`src/logic/serial_host_port_defines.vh`:
```
/*
 Constants of the serial host port and the capture port.
 Assumes one 200 MHz system clock; included by its bare name.
*/
`ifndef SERIAL_HOST_PORT_DEFINES_VH
`define SERIAL_HOST_PORT_DEFINES_VH

// System clock and capture clock rates in MHz; capture bit periods in clk_sys_in cycles, gap in capture bit periods
`define CLK_SYS_MHZ       200
`define CAP_FAST_MHZ      8
`define CAP_SLOW_MHZ      4
`define CAP_PER_FAST      (`CLK_SYS_MHZ / `CAP_FAST_MHZ)
`define CAP_PER_SLOW      (`CLK_SYS_MHZ / `CAP_SLOW_MHZ)
`define CAP_GAP_CYCLES    3'h7

// Serial frame layout
`define HDR_BITS          6'h18
`define WORD_BITS         6'h20

// Register addresses
`define ADDR_HARM_BASE    16'hE880
`define ADDR_CONFIG       16'hE618
`define ADDR_CAP_CFG      16'hE706

// Field positions
`define CFG_CAP_EN        6
`define CAP_CLK_SEL       0
`define CAP_PKG8          1
`define CAP_GAP_EN        2
`define CAP_SET_LO        3
`define CAP_SET_HI        4
`define CAP_SEL_POL       5

// Reset values
`define CONFIG_RST        8'h00
`define CAP_CFG_RST       6'h00

// Word counts per word set
`define SET_ALL_WORDS     5'h10
`define SET_WAVE_WORDS    5'h07
`define SET_POWER_WORDS   5'h09

`endif

```
`src/logic/serial_host_port_and_capture.v`:
```
/*
 Serial host port (slave) and high speed capture port (master),
 sharing the data-out and chip-select pins.
 Assumes pins are asynchronous to clk_sys_in, register storage answers
 reg_rdata_in one cycle after reg_rd_out, and wave words are stable
 from sample_update_in until the capture burst ends.
*/
`include "serial_host_port_defines.vh"

module serial_host_port_and_capture
(
    // Clock and reset
    input  wire         clk_sys_in,
    input  wire         nrst_in,
    // Host link pins
    input  wire         sclk_in,
    input  wire         mosi_in,
    input  wire         chip_select_shared_pin_in,
    output reg          chip_select_shared_pin_out,
    output reg          chip_select_shared_pin_oe_out,
    output reg          slave_out_shared_pin_out,
    output reg          slave_out_shared_pin_oe_out,
    output reg          capture_serial_clock_out,
    // Interface strap: high when configured for I2C
    input  wire         i2c_mode_in,
    // Register storage port
    output reg  [15:0]  reg_addr_out,
    output reg          reg_rd_out,
    input  wire [31:0]  reg_rdata_in,
    output reg          reg_wr_out,
    output reg  [31:0]  reg_wdata_out,
    output reg  [5:0]   reg_wbits_out,
    // Waveform and power words
    input  wire         sample_update_in,
    input  wire [383:0] wave_words_in,
    // Status
    output reg          capture_busy_out
);

    localparam C_IDLE = 3'b001;
    localparam C_SEND = 3'b010;
    localparam C_GAP  = 3'b100;

    // Two-flop synchronisers; third stage only for edge finding
    reg  [2:0]  sclk_sy;
    reg  [1:0]  mosi_sy;
    reg  [2:0]  cs_sy;
    always @(posedge clk_sys_in or negedge nrst_in)
    begin
        if (!nrst_in)
        begin
            sclk_sy <= 3'h7;
            mosi_sy <= 2'h0;
            cs_sy   <= 3'h7;
        end
        else
        begin
            sclk_sy <= {sclk_sy[1:0], sclk_in};
            mosi_sy <= {mosi_sy[0], mosi_in};
            cs_sy   <= {cs_sy[1:0], chip_select_shared_pin_in};
        end
    end

    wire        spi_mode = ~i2c_mode_in;
    wire        ss_act   = ~cs_sy[1] & spi_mode;
    wire        ss_end   = cs_sy[1] & ~cs_sy[2];
    wire        sck_rise = sclk_sy[1] & ~sclk_sy[2];
    wire        sck_fall = ~sclk_sy[1] & sclk_sy[2];

    reg  [7:0]  config_reg;
    reg  [5:0]  capture_port_config;
    reg         hold_high;
    reg  [5:0]  hdr_cnt;
    reg  [22:0] hdr;
    reg         rd_mode;
    reg  [15:0] addr;
    reg  [31:0] shift;
    reg  [5:0]  dcnt;
    reg         need_load;
    reg         rd_d;
    reg  [31:0] rdata;
    reg  [31:0] rbuf;
    reg  [31:0] wdata;
    reg  [5:0]  wcnt;

    wire        cap_on = config_reg[`CFG_CAP_EN] & i2c_mode_in;

    // Internal registers answer from here, the rest from storage
    always @*
    begin
        if (addr == `ADDR_CONFIG)
            rdata = {24'h0, config_reg};
        else if (addr == `ADDR_CAP_CFG)
            rdata = {26'h0, capture_port_config};
        else
            rdata = reg_rdata_in;
    end

    always @(posedge clk_sys_in or negedge nrst_in)
    begin
        if (!nrst_in)
        begin
            config_reg          <= `CONFIG_RST;
            capture_port_config <= `CAP_CFG_RST;
            hdr_cnt             <= 6'h0;
            hdr                 <= 23'h0;
            rd_mode             <= 1'b0;
            addr                <= 16'h0;
            shift               <= 32'h0;
            dcnt                <= 6'h0;
            need_load           <= 1'b0;
            rd_d                <= 1'b0;
            rbuf                <= 32'h0;
            wdata               <= 32'h0;
            wcnt                <= 6'h0;
            reg_addr_out        <= 16'h0;
            reg_rd_out          <= 1'b0;
            reg_wr_out          <= 1'b0;
            reg_wdata_out       <= 32'h0;
            reg_wbits_out       <= 6'h0;
        end
        else
        begin
            reg_rd_out <= 1'b0;
            reg_wr_out <= 1'b0;
            rd_d       <= reg_rd_out;
            // Parked until the word boundary so the last bit still stands
            if (rd_d)
                rbuf <= rdata;
            if (!ss_act)
            begin
                if (ss_end && spi_mode && !rd_mode && hdr_cnt == `HDR_BITS &&
                    (wcnt == 6'h08 || wcnt == 6'h10 || wcnt == `WORD_BITS))
                begin
                    if (addr == `ADDR_CONFIG)
                        config_reg <= wdata[7:0];
                    else if (addr == `ADDR_CAP_CFG)
                        capture_port_config <= wdata[5:0];
                    else
                    begin
                        reg_wr_out    <= 1'b1;
                        reg_addr_out  <= addr;
                        reg_wdata_out <= wdata;
                        reg_wbits_out <= wcnt;
                    end
                end
                hdr_cnt   <= 6'h0;
                wcnt      <= 6'h0;
                // Short writes stay right aligned
                wdata     <= 32'h0;
                dcnt      <= 6'h0;
                need_load <= 1'b0;
            end
            else if (sck_rise)
            begin
                if (hdr_cnt != `HDR_BITS)
                begin
                    hdr     <= {hdr[21:0], mosi_sy[1]};
                    hdr_cnt <= hdr_cnt + 6'h1;
                    if (hdr_cnt == `HDR_BITS - 6'h1)
                    begin
                        addr    <= {hdr[14:0], mosi_sy[1]};
                        // only bit 0 of the command byte counts
                        rd_mode <= hdr[15];
                        if (hdr[15])
                        begin
                            reg_rd_out   <= 1'b1;
                            reg_addr_out <= {hdr[14:0], mosi_sy[1]};
                            need_load    <= 1'b1;
                        end
                    end
                end
                // value bits follow the address directly
                else if (!rd_mode && wcnt != `WORD_BITS)
                begin
                    wdata <= {wdata[30:0], mosi_sy[1]};
                    wcnt  <= wcnt + 6'h1;
                end
            end
            else if (sck_fall && rd_mode && hdr_cnt == `HDR_BITS)
            begin
                if (need_load)
                begin
                    // first data bit goes out at this falling edge
                    need_load <= 1'b0;
                    dcnt      <= 6'h1;
                    shift     <= rbuf;
                end
                else
                begin
                    shift <= {shift[30:0], 1'b0};
                    dcnt  <= dcnt + 6'h1;
                    if (dcnt == `WORD_BITS - 6'h1)
                    begin
                        addr         <= addr + 16'h1;
                        reg_addr_out <= addr + 16'h1;
                        reg_rd_out   <= 1'b1;
                        need_load    <= 1'b1;
                    end
                end
            end
        end
    end

    // Capture word selection in send order
    function [3:0] word_src;
        input [1:0] set;
        input [3:0] n;
        begin
            word_src = n;
            if (set == 2'h1 && n == 4'h6)
                word_src = 4'h7;
            else if (set == 2'h2)
            begin
                if (n == 4'h0)
                    word_src = 4'h6;
                else if (n < 4'h3)
                    word_src = n + 4'h7;
                else
                    word_src = n + 4'h7;
            end
        end
    endfunction

    wire [1:0]  wset    = capture_port_config[`CAP_SET_HI:`CAP_SET_LO];
    wire [4:0]  nwords  = (wset == 2'h1) ? `SET_WAVE_WORDS :
                          (wset == 2'h2) ? `SET_POWER_WORDS : `SET_ALL_WORDS;
    localparam [31:0] PER_FAST_W = `CAP_PER_FAST;
    localparam [31:0] PER_SLOW_W = `CAP_PER_SLOW;
    wire [5:0]  cper    = capture_port_config[`CAP_CLK_SEL] ?
                          PER_SLOW_W[5:0] : PER_FAST_W[5:0];
    wire        pol     = capture_port_config[`CAP_SEL_POL];

    reg  [2:0]  cstate;
    reg  [5:0]  ccnt;
    reg  [4:0]  bitn;
    reg  [3:0]  wordn;
    reg  [2:0]  gapn;
    reg  [31:0] cshift;
    reg  [3:0]  src;
    reg  [23:0] raw;

    always @*
    begin
        src = word_src(wset, wordn + 4'h1);
        raw = wave_words_in[src * 24 +: 24];
    end

    wire [23:0] first_raw = wave_words_in[word_src(wset, 4'h0) * 24 +: 24];
    wire        bit_end   = (ccnt == cper - 6'h1);
    wire        last_bit  = (bitn == 5'h1F);
    // package edge every 8 or 32 bits
    wire        pkg_end   = capture_port_config[`CAP_PKG8] ?
                            (bitn[2:0] == 3'h7) : last_bit;
    wire        last_word = ({1'b0, wordn} == nwords - 5'h1);

    always @(posedge clk_sys_in or negedge nrst_in)
    begin
        if (!nrst_in)
        begin
            cstate <= C_IDLE;
            ccnt   <= 6'h0;
            bitn   <= 5'h0;
            wordn  <= 4'h0;
            gapn   <= 3'h0;
            cshift <= 32'h0;
        end
        else
        begin
            case (cstate)
            C_IDLE:
            begin
                // updates during a burst are skipped
                if (cap_on && sample_update_in)
                begin
                    cshift <= {{8{first_raw[23]}}, first_raw};
                    cstate <= C_SEND;
                    ccnt   <= 6'h0;
                    bitn   <= 5'h0;
                    wordn  <= 4'h0;
                end
            end
            C_SEND:
            begin
                ccnt <= ccnt + 6'h1;
                if (bit_end)
                begin
                    ccnt <= 6'h0;
                    bitn <= bitn + 5'h1;
                    cshift <= {cshift[30:0], 1'b0};
                    if (last_bit)
                    begin
                        wordn  <= wordn + 4'h1;
                        cshift <= {{8{raw[23]}}, raw};
                    end
                    if (last_bit && last_word)
                        cstate <= C_IDLE;
                    else if (pkg_end && capture_port_config[`CAP_GAP_EN])
                    begin
                        cstate <= C_GAP;
                        gapn   <= 3'h1;
                    end
                end
            end
            C_GAP:
            begin
                ccnt <= ccnt + 6'h1;
                if (bit_end)
                begin
                    ccnt <= 6'h0;
                    gapn <= gapn + 3'h1;
                    if (gapn == `CAP_GAP_CYCLES)
                        cstate <= C_SEND;
                end
            end
            default:
                cstate <= C_IDLE;
            endcase
            if (!cap_on)
                cstate <= C_IDLE;
        end
    end

    wire        half = (ccnt >= {1'b0, cper[5:1]});

    // Pin drivers, all registered
    always @(posedge clk_sys_in or negedge nrst_in)
    begin
        if (!nrst_in)
        begin
            hold_high                     <= 1'b1;
            slave_out_shared_pin_out      <= 1'b1;
            slave_out_shared_pin_oe_out   <= 1'b1;
            chip_select_shared_pin_out    <= 1'b1;
            chip_select_shared_pin_oe_out <= 1'b1;
            capture_serial_clock_out      <= 1'b1;
            capture_busy_out              <= 1'b0;
        end
        else
        begin
            // Pins stay high until a host or capture takes them over
            if (ss_act || cap_on)
                hold_high <= 1'b0;
            capture_busy_out <= (cstate != C_IDLE);
            // data at falling edge, clock low first half
            capture_serial_clock_out <= ~(cstate == C_SEND) | half;
            if (cap_on)
            begin
                // capture port drives both shared pins
                // Data held through a gap; within a burst it moves only with a falling clock
                if (cstate == C_GAP)
                    slave_out_shared_pin_out  <= slave_out_shared_pin_out;
                else
                    slave_out_shared_pin_out  <= cshift[31] & (cstate != C_IDLE);
                slave_out_shared_pin_oe_out   <= 1'b1;
                chip_select_shared_pin_out    <= (cstate != C_IDLE) ? pol : ~pol;
                chip_select_shared_pin_oe_out <= 1'b1;
            end
            else if (hold_high && !ss_act)
            begin
                slave_out_shared_pin_out      <= 1'b1;
                slave_out_shared_pin_oe_out   <= 1'b1;
                chip_select_shared_pin_out    <= 1'b1;
                chip_select_shared_pin_oe_out <= 1'b1;
            end
            else
            begin
                // released outside a read data phase
                slave_out_shared_pin_out      <= shift[31];
                slave_out_shared_pin_oe_out   <= ss_act & rd_mode &
                                                 (hdr_cnt == `HDR_BITS) &
                                                 (dcnt != 6'h0);
                chip_select_shared_pin_out    <= 1'b1;
                chip_select_shared_pin_oe_out <= 1'b0;
            end
        end
    end

endmodule

```
`config.mk`:
```
export PLATFORM = sky130hd
export DESIGN_NAME = serial_host_port_and_capture
export DESIGN_NICKNAME = d
export VERILOG_FILES = /design/src/logic/serial_host_port_and_capture.v
export VERILOG_INCLUDE_DIRS = /design/src /design/src/logic
export SDC_FILE = /design/constraint.sdc
export NUM_CORES = 1
export LEC_CHECK = 0
export BUFFER_PORTS_ARGS = -buffer_cell sky130_fd_sc_hd__buf_2
export CAP_MARGIN = 20
export CELL_PAD_IN_SITES_DETAIL_PLACEMENT = 0
export CELL_PAD_IN_SITES_GLOBAL_PLACEMENT = 1
export CORE_UTILIZATION = 25
export DETAILED_ROUTE_END_ITERATION = 8
export GPL_TIMING_DRIVEN = 1
export PLACE_DENSITY = 0.66
export RECOVER_POWER = 25
export SYNTH_ARGS = -nofsm -noshare
export SYNTH_HDL_FRONTEND = slang
export SYNTH_SLANG_ARGS = --single-unit
export TNS_END_PERCENT = 50
```
`constraint.sdc`:
```
create_clock -name clk_sys_in -period 3.5 [get_ports clk_sys_in]
set_input_delay 0.7 -clock clk_sys_in [delete_from_list [all_inputs] [get_ports clk_sys_in]]
set_output_delay 0.7 -clock clk_sys_in [all_outputs]
set_load 0.05 [all_outputs]
```
Word level (Yosys, flattened, before mapping)
Index checks and enable logic that the tools add are counted.

word-level totals
  register bits = 287
  bits in latches = 0
  memory bits (writable) = 0
  bits in read-only memories = 0
  input bits = 423
  output and inout bits = 62
  logic and storage cells = 259
  memories = 0

cells by class
  add/subtract/negate cells = 11
  multiply operators = 2
  div/mod/pow operators = 0
  magnitude comparators = 1
  equal/unequal tests = 51
  shift-type cells = 2
  mux-type cells = 94
  bitwise operators = 21
  reduce and logical (&&, ||, !) cells = 43

operators by type and width
  operator                                                number
  indexed part select 384 x 10 -> 24 bit                  2
  two-way mux 32 bit                                      10
  two-way mux 16 bit                                      14
  two-way mux 6 bit                                       14
  case mux 32 bit (2 select lines)                        1
  two-way mux 3 bit                                       12
  == test 16 bit (second input constant)                  2
  two-way mux 1 bit                                       28
  adder 6 x 1 -> 6 bit (second input constant)            4
  == test 6 x 5 -> 1 bit (second input constant)          4
  two-way mux 4 bit                                       6
  inequality test 2 bit (second input constant)           12
  two-way mux 5 bit                                       4
  AND reduction 4 bit                                     5
  adder 16 x 1 -> 16 bit (second input constant)          1
  inequality test 3 bit (second input constant)           5
  AND reduction 3 bit                                     5
  logical AND 1 bit                                       12
  multiplier 4 x 2 -> 6 bit (second input constant)       2
  inequality test 2 x 1 -> 1 bit (second input constant)  6
  case mux 6 bit (2 select lines)                         1
  nonzero test 2 bit                                      6
  inverter 1 bit                                          11
  case mux 5 bit (2 select lines)                         1
  37 further kinds                                        57

Longest topological paths before layout
Gate-level depths: netlist (run 1).

  depth in word-level cells = 10
  gate-level depth with buffers = 12
  gate-level depth less buffers = 10

Least setup slack after synthesis (run 1)
OpenSTA, ideal clock, no wires.

  path kind = flip-flop to flip-flop
  start = reg wordn[1]
  end = reg cshift[12]
  library setup time = 145 ps
  data arrival time = 2,374 ps
  data required time = 3,355 ps
  setup slack = 981 ps
  cell stages (with the launch flop) = 13
  buffers on the path = 4
  clock period less this slack = 2,519 ps
  path through = dfrtp_1 > inv_1 > ha_1 > a21bo_2 > and2_1 > clkbuf_1 > a21oi_2 > buf_2 > buf_2 > buf_2 > nand3_1 > nand3_1 > o2111ai_1

on the way
  cells in the longest elaborated chain, start to end = 10
  elaborated cells between the ends (all ways) = 13
  those cells by class = add/sub (2); mul (1); eq/ne (1); shift (1); mux (6); reduce/logical (2)

ends and longest elaborated chain
  what                                                       RTL line                                                                                                    source
  start, declared                                            serial_host_port_and_capture.v:237                                                                          reg [3:0] wordn;
  start signal, assigned                                     serial_host_port_and_capture.v:293                                                                          wordn <= wordn + 4'h1;
  adder 4 x 1 -> 4 bit *                                     serial_host_port_and_capture.v:245                                                                          src = word_src(wset, wordn + 4'h1);
  adder 4 x 3 -> 4 bit or logical NOT 4 bit (tied branches)  serial_host_port_and_capture.v:218, serial_host_port_and_capture.v:220, serial_host_port_and_capture.v:215
  two-way mux 4 bit                                          serial_host_port_and_capture.v:215                                                                          if (n == 4'h0)
  two-way mux 4 bit                                          serial_host_port_and_capture.v:213                                                                          else if (set == 2'h2)
  two-way mux 4 bit *                                        serial_host_port_and_capture.v:211                                                                          if (set == 2'h1 && n == 4'h6)
  multiplier 4 x 2 -> 6 bit *                                serial_host_port_and_capture.v:246                                                                          raw = wave_words_in[src * 24 +: 24];
  indexed part select 384 x 10 -> 24 bit *                   serial_host_port_and_capture.v:246
  two-way mux 32 bit *                                       serial_host_port_and_capture.v:291                                                                          if (last_bit)
  two-way mux 32 bit *                                       serial_host_port_and_capture.v:286                                                                          if (bit_end)
  case mux 32 bit (2 select lines) *                         serial_host_port_and_capture.v:270                                                                          case (cstate)
  end signal, assigned                                       serial_host_port_and_capture.v:276                                                                          cshift <= {{8{first_raw[23]}}, first_raw};
  end signal, assigned                                       serial_host_port_and_capture.v:290                                                                          cshift <= {cshift[30:0], 1'b0};
  end signal, assigned                                       serial_host_port_and_capture.v:294                                                                          cshift <= {{8{raw[23]}}, raw};
  end, declared                                              serial_host_port_and_capture.v:239                                                                          reg [31:0] cshift;

Every way passes the cells marked *; elsewhere a longest branch is shown, timed or not. The select of a mux whose other input is x is not followed.
A chain may end at the register's enable or synchronous reset.

Worst setup path in the final report (run 1)
  start = reg wordn[0]
  end = reg cshift[20]

Same word-level chain as after synthesis.

==> out/qor.csv, run 1 <==
stage,metric,value,unit
min_path,Hold Crit Endpoint,cs_sy[0],
placed_design,total placed instance area,20600,µm²
synth,cell taking the most area after synthesis,sky130_fd_sc_hd__dfrtp_1,
layout,Storage cell area,7200,µm²
layout,Layout Nets,2864,
sta,transition time at the pin with the least slew margin,2870,ps
grt,global-route wire length before repair,106000,µm
critical_path,Worst Path Arrival,3670,ps
status,violated checks,"max-capacitance violations, max-slew violations",
critical_path,classification of the worst setup path,register to register,
synth,top flip-flop cell by instance count after synthesis,sky130_fd_sc_hd__dfrtp_1,
sta,Final period util,93.9,%
synth,number of enable-type register cells in the synthesized netlist,0,
clocking,H-tree depth,2,
detailed_routing,# DRC,0,
clocking,clock slew seen by the registers of the worst setup and hold paths,60,ps
grt,number of global-route vias before repair,16700,
grt,antenna violations before repair,13,
clocking,TritonCTS clock tree,done,
die,count of standard-cell rows,95,
status,status,"finished, violations left",
synth,syn avg cell area,8.64,µm²
detailed_routing,number of nets with antenna violations after routing,0,
die,width of the die,264,µm
clocking,Post-CTS Setup Bufs,0,
critical_path,peak fanout along the critical path,14,
synth,Synth Register Bits,287,
synth,Synth area leaders,"sky130_fd_sc_hd__dfrtp_1 (40%), sky130_fd_sc_hd__nand2_1 (10%), sky130_fd_sc_hd__mux2i_1 (5.7%)",
min_path,type of the tightest min-delay check,input pin to register,
layout,count of filler cells inserted in the layout,7167,
sta,Finish-stage setup viols,0,
synth,Synth async-reset ratio,100,%
placed_design,placed wire-length estimate,54400,µm
sta,Final Critical Period,3290,ps
clocking,clock latency at the later pin of the worst-skew pair,560,ps
sta,fin. max-slew vios,42,
clocking,number of CTS-inserted buffers,36,
placed_design,number of buffer cells added on primary ports,484,
critical_path,critical register-to-register path endpoint,cshift[20],
synth,Netlist Area Pre-Place,17100,µm²
placed_design,global placement routability congestion,0.937,
die,number of top-level pins,485,
layout,multi-input combinational cell area,9150,µm²
layout,number of standard cells in the final layout excluding fillers,3329,
layout,utilization of the core after routing,32.4,%
critical_path,data required time of the worst path,3890,ps
sta,Fin. Hold Viols,0,
power,total power per unit cell area,366,nW/µm²
clocking,root buf cell,sky130_fd_sc_hd__clkbuf_16,
min_path,Hold Startpoint,chip_select_shared_pin_in,
detailed_routing,DR WL/cell,21.4,µm
power,peak supply drop,0.285,mV
sta,setup TNS,0,ps
detailed_routing,first-pass iteration count of the detailed router,5,
synth,post-synthesis instance total,1985,
sta,setup repair after global routing missed its margin,false,
detailed_routing,vias per cell,5.12,
min_path,depth of the worst hold-timing path,1,
critical_path,Crit Reg-Reg Startpoint,wordn[0],
grt,global route total overflow,0,
synth,post-synthesis cell type count,83,
grt,GRT Util Overall,19.8,%
die,starting density of the core,25.4,%
critical_path,kind of end point of the critical path,register,
clocking,Clock Sinks,287,
grt,pin count of the biggest net entering global routing,89,
detailed_routing,total number of vias,17000,
sta,Max Fclk,304,MHz
layout,relative area change from synthesis to final layout,27.5,%
layout,fraction of layout cells with a size suffix above 1,30.0,%
detailed_routing,initial DRC count,1297,
synth,post-synth net total,2431,
sta,slew margin rel.,-91.2,%
synth,Yosys warning total,0,
layout,final design area excluding fillers,21800,µm²
die,die area,69600,µm²
detailed_routing,Routed WL,71100,µm
placed_design,Placed Cells incl. Taps,3253,
synth,sequential-to-total area share from yosys stat,42.0,%
synth,post-synth top area share,40.0,%
clocking,deepest clock path buffer count,3,
sta,worst clock skew on the final layout,33.5,ps
critical_path,number of cell instances on the worst register-to-register path,8,
critical_path,kind of start point of the critical path,register,
die,overall die height,264,µm
die,Core Box Area,67500,µm²
power,total leakage power,9.92,nW
flow_run,MaxCap Viol Count,1,
critical_path,worst setup slack for register-to-register paths,210,ps
sta,minimum hold slack,235,ps
synth,most numerous cell types in the synthesized netlist,"sky130_fd_sc_hd__nand2_1 (465), sky130_fd_sc_hd__dfrtp_1 (274), sky130_fd_sc_hd__nand3_1 (170)",
synth,cell with the most instances after synthesis,sky130_fd_sc_hd__nand2_1,
[cells by family (layout without fill, tap and decap cells)]
logic type | after synthesis | in the layout | share of synthesized area (%)
buf+inv | 194 | 655 | 5.03
xor+xnor | 28 | 28 | 1.52
compound gates | 437 | 437 | 16.7
simple gates | 831 | 831 | 21.5
flops | 287 | 287 | 42.0
mux | 185 | 185 | 11.5
fa+ha+maj | 23 | 23 | 1.68
other cells | 0 | 10 | 0
[stage by stage]
| step | worst slack (ps) | power, W |
|---|---|---|
| 6_report | 213 | 0.00800 |
| 5_1_grt | 31.8 | 0.00834 |
| 3_3_place_gp | 343 | 0.00418 |
| 4_1_cts | 204 | 0.00816 |
| 3_5_place_dp | 240 | 0.00418 |
| 2_1_floorplan | 981 | 0.00372 |
[power breakdown]
part / switching [W] / total, W / internal [W]
Sequential: 0.0000389 / 0.00342 / 0.00338
Combinational: 0.000386 / 0.000693 / 0.000307
Clock: 0.00155 / 0.00389 / 0.00234
[final cells by class]
cell class	count	share of cell area (%)
Multi-Input combinational cell	1504	41.9
Sequential cell	287	32.9
Timing Repair Buffer	540	13.5
Tap cell	873	5.00
Clock buffer	53	4.64
Clock inverter	13	1.04
Inverter	49	0.842
Antenna cell	10	0.115
[worst max-delay path by stage]
stage	end	start	slack, ps
after floorplan	cshift[12]	wordn[1]	980
after global placement	cshift[22]	wordn[0]	340
after detailed placement	cshift[22]	wordn[0]	240
after CTS	cshift[22]	wordn[0]	200
after global routing	cshift[31]	wordn[0]	30
final	cshift[20]	wordn[0]	210
[metal layers]
metal / global-route usage [%] / share of wire, % / up-vias
met5: 0 / 0.046 / -
met3: 5.06 / 7.5 / 75
met4: 4.42 / 1.6 / 6
met2: 30.5 / 45 / 566
met1: 27.8 / 46 / 8503
li1: - / - / 7894
[timing repair]
item                       CTS  global route
setup endpoints to repair    0             2
resized for setup            0             2
hold buffers                 0             0
[critical path: stages, from the launching register on]
cell	delay, ps
sky130_fd_sc_hd__dfrtp_1	590
sky130_fd_sc_hd__ha_1	350
sky130_fd_sc_hd__xnor2_1	150
sky130_fd_sc_hd__a211o_1	340
sky130_fd_sc_hd__o21ai_4	510
sky130_fd_sc_hd__buf_4	350
sky130_fd_sc_hd__nand3_1	150
sky130_fd_sc_hd__a31oi_1	500
sky130_fd_sc_hd__o2111ai_1	160
[cells in the final DEF (no fill, tap or decap), types with 13 or more instances in the layout]
cell type                   Yosys  routed
sky130_fd_sc_hd__nor2_1        97      96
sky130_fd_sc_hd__nor3_1        15      14
sky130_fd_sc_hd__inv_1         49      49
sky130_fd_sc_hd__a211oi_1      37      36
sky130_fd_sc_hd__a221oi_1      22      22
sky130_fd_sc_hd__ha_1          23      22
sky130_fd_sc_hd__mux2i_1       98      97
sky130_fd_sc_hd__o2111ai_1     22      22
sky130_fd_sc_hd__nand3_1      170     170
sky130_fd_sc_hd__buf_2         47     483
sky130_fd_sc_hd__a21oi_1       89      88
sky130_fd_sc_hd__mux2_2        84      84
sky130_fd_sc_hd__o22ai_1       14      14
sky130_fd_sc_hd__clkbuf_1      79      13
sky130_fd_sc_hd__clkbuf_16      0      36
sky130_fd_sc_hd__o21ai_0      127     126
sky130_fd_sc_hd__buf_4         10      46
sky130_fd_sc_hd__a31oi_1       45      45
sky130_fd_sc_hd__dfrtp_1      274     273
sky130_fd_sc_hd__nand4_1       13      13
sky130_fd_sc_hd__o211a_1       18      18
sky130_fd_sc_hd__xor2_1        18      18
sky130_fd_sc_hd__nand2_1      465     464
Note: power is estimated with default switching activity, not from simulation.
==> run 2, diff against run 1 <==
BUFFER_PORTS_ARGS = -buffer_cell sky130_fd_sc_hd__buf_4   (was -buffer_cell sky130_fd_sc_hd__buf_2)
GPL_TIMING_DRIVEN = default   (was 1)
==> out/qor.csv, run 2 (same netlist as run 1, synthesis figures left out) <==
stage,metric,value,unit
grt,GRT Util Overall,20.2,%
power,Overall Power,0.00824,W
critical_path,critical path's largest stage delay,590,ps
clocking,TritonCTS clock tree,done,
grt,pin count of the biggest net entering global routing,94,
clocking,Clock Sinks,287,
sta,transition time at the pin with the least slew margin,2460,ps
die,starting density of the core,25.4,%
grt,global route total overflow,0,
layout,relative area change from synthesis to final layout,34.4,%
detailed_routing,detailed-routing wirelength on met1,32800,µm
sta,Max Fclk,303,MHz
sta,fin. max-slew vios,92,
critical_path,Worst Path Arrival,3770,ps
detailed_routing,number of nets with antenna violations after routing,0,
critical_path,worst setup slack for register-to-register paths,200,ps
critical_path,Crit Reg-Reg Startpoint,wordn[0],
power,peak supply drop,0.291,mV
detailed_routing,uppermost layer routed,met5,
sta,setup TNS,0,ps
critical_path,number of cell instances on the worst register-to-register path,9,
layout,Layout Nets,2866,
critical_path,data required time of the worst path,3970,ps
sta,slew margin rel.,-63.8,%
grt,number of global-route vias before repair,16800,
clocking,number of CTS-inserted buffers,37,
die,number of top-level pins,485,
detailed_routing,# DRC,0,
status,status,"finished, violations left",
layout,fraction of layout cells with a size suffix above 1,30.2,%
critical_path,classification of the worst setup path,register to register,
detailed_routing,Routed WL,72100,µm
detailed_routing,initial DRC count,1300,
detailed_routing,vias per cell,5.09,
status,violated checks,"max-capacitance violations, max-slew violations",
critical_path,origin of the worst setup path,wordn[0],
placed_design,number of buffer cells added on primary ports,484,
sta,Finish-stage setup viols,0,
detailed_routing,total number of vias,16900,
critical_path,kind of end point of the critical path,register,
die,die area,69600,µm²
critical_path,peak fanout along the critical path,31,
sta,Final Critical Period,3300,ps
clocking,clock latency at the later pin of the worst-skew pair,560,ps
clocking,root buf cell,sky130_fd_sc_hd__clkbuf_16,
placed_design,post-placement setup slack,118,ps
sta,worst clock skew on the final layout,26.9,ps
die,overall die height,264,µm
placed_design,placed wire-length estimate,55300,µm
sta,Final period util,94.3,%
detailed_routing,routed wire length on met3,5840,µm
critical_path,kind of start point of the critical path,register,
clocking,Post-CTS Setup Bufs,0,
sta,setup repair after global routing missed its margin,false,
critical_path,most repeated library cell on the critical path,sky130_fd_sc_hd__a211oi_1,
clocking,H-tree depth,2,
layout,"most common cell after layout, fill and taps aside",sky130_fd_sc_hd__buf_4,
grt,antenna violations before repair,2,
critical_path,crit path max-delay cell type,sky130_fd_sc_hd__dfrtp_1,
power,total leakage power,10.3,nW
die,Core Box Area,67500,µm²
clocking,deepest clock path buffer count,3,
critical_path,critical register-to-register path endpoint,cshift[15],
placed_design,global placement routability congestion,0.949,
layout,utilization of the core after routing,34.1,%
sta,Final WS setup,201,ps
critical_path,capturing element of the worst setup path,cshift[15],
critical_path,crit-path cells,ha_1 -> xnor2_1 -> or2_1 -> o21ai_4 -> buf_4 -> a211oi_1 -> a211oi_1 -> a31oi_1 -> o2111ai_1,
detailed_routing,routed length on met2,32300,µm
layout,most frequent cells in the layout,"sky130_fd_sc_hd__buf_4 (529), sky130_fd_sc_hd__nand2_1 (464), sky130_fd_sc_hd__dfrtp_1 (273)",
grt,global-route wire length before repair,107000,µm
critical_path,sum of buffers and inverters on the critical path,1,
clocking,clock slew seen by the registers of the worst setup and hold paths,60,ps
sta,Fin. Hold Viols,0,
flow_run,MaxCap Viol Count,1,
die,count of standard-cell rows,95,
detailed_routing,DR WL/cell,21.7,µm
sta,minimum hold slack,255,ps
die,width of the die,264,µm
power,total power per unit cell area,358,nW/µm²
min_path,type of the tightest min-delay check,input pin to register,
critical_path,"CP delay by family, top",compound AO/OA/AOI/OAI gates,
critical_path,cell count along the critical path,9,
detailed_routing,first-pass iteration count of the detailed router,8,
[run 2: report_power, final]
part | leakage, nW | total, W | switching [W] | internal (W)
logic | 5.99 | 0.000839 | 0.000395 | 0.000444
clock network | 0.625 | 0.00398 | 0.00155 | 0.00243
registers | 3.71 | 0.00343 | 0.0000430 | 0.00338
[run 2: routing by layer]
metal	up-vias	track usage (%)
li1	7896	-
met1	8383	27.9
met2	536	30.7
met3	66	6.30
met4	2	3.98
met5	-	0
[run 2: metrics by stage]
stage / area, µm² / cells
after detailed placement: 21800 / 3254
final: 23000 / 3319
after floorplan: 17100 / 1985
after CTS: 23100 / 3318
after global placement: 21800 / 3254
after global routing: 23000 / 3318
[run 2: worst min path at each step]
stage / start / cells past startpoint / slack, ps / endpoint
4_1_cts: nrst_in / 1 / 180 / reg_addr_out[2]
6_report: sclk_in / 1 / 260 / sclk_sy[0]
5_1_grt: sclk_in / 1 / 210 / sclk_sy[0]
2_1_floorplan: mosi_sy[0] / 0 / 330 / mosi_sy[1]
3_3_place_gp: mosi_sy[0] / 0 / 340 / mosi_sy[1]
3_5_place_dp: mosi_sy[0] / 0 / 340 / mosi_sy[1]
[run 2: worst reg2reg max path, stage by stage (launching register included)]
cell and delay, ps:
sky130_fd_sc_hd__dfrtp_1 590, sky130_fd_sc_hd__ha_1 340, sky130_fd_sc_hd__xnor2_1 150, sky130_fd_sc_hd__or2_1 310, sky130_fd_sc_hd__o21ai_4 310, sky130_fd_sc_hd__buf_4 420
sky130_fd_sc_hd__a211oi_1 210, sky130_fd_sc_hd__a211oi_1 540, sky130_fd_sc_hd__a31oi_1 150, sky130_fd_sc_hd__o2111ai_1 210
[run 2: area by class of cell]
| cell class | instances | area, µm² |
|---|---|---|
| Clock inverter | 13 | 219 |
| Multi-Input combinational cell | 1504 | 9140 |
| Fill cell | 7094 | 44500 |
| Inverter | 49 | 184 |
| Sequential cell | 287 | 7200 |
| Tap cell | 873 | 1090 |
| Timing Repair Buffer | 541 | 4150 |
| Clock buffer | 51 | 1060 |
| Antenna cell | 1 | 2.50 |
[run 2: timing repair]
action,in CTS,in global routing
resized for setup,0,1
endpoints found under the setup margin,0,1
hold buffers,0,0
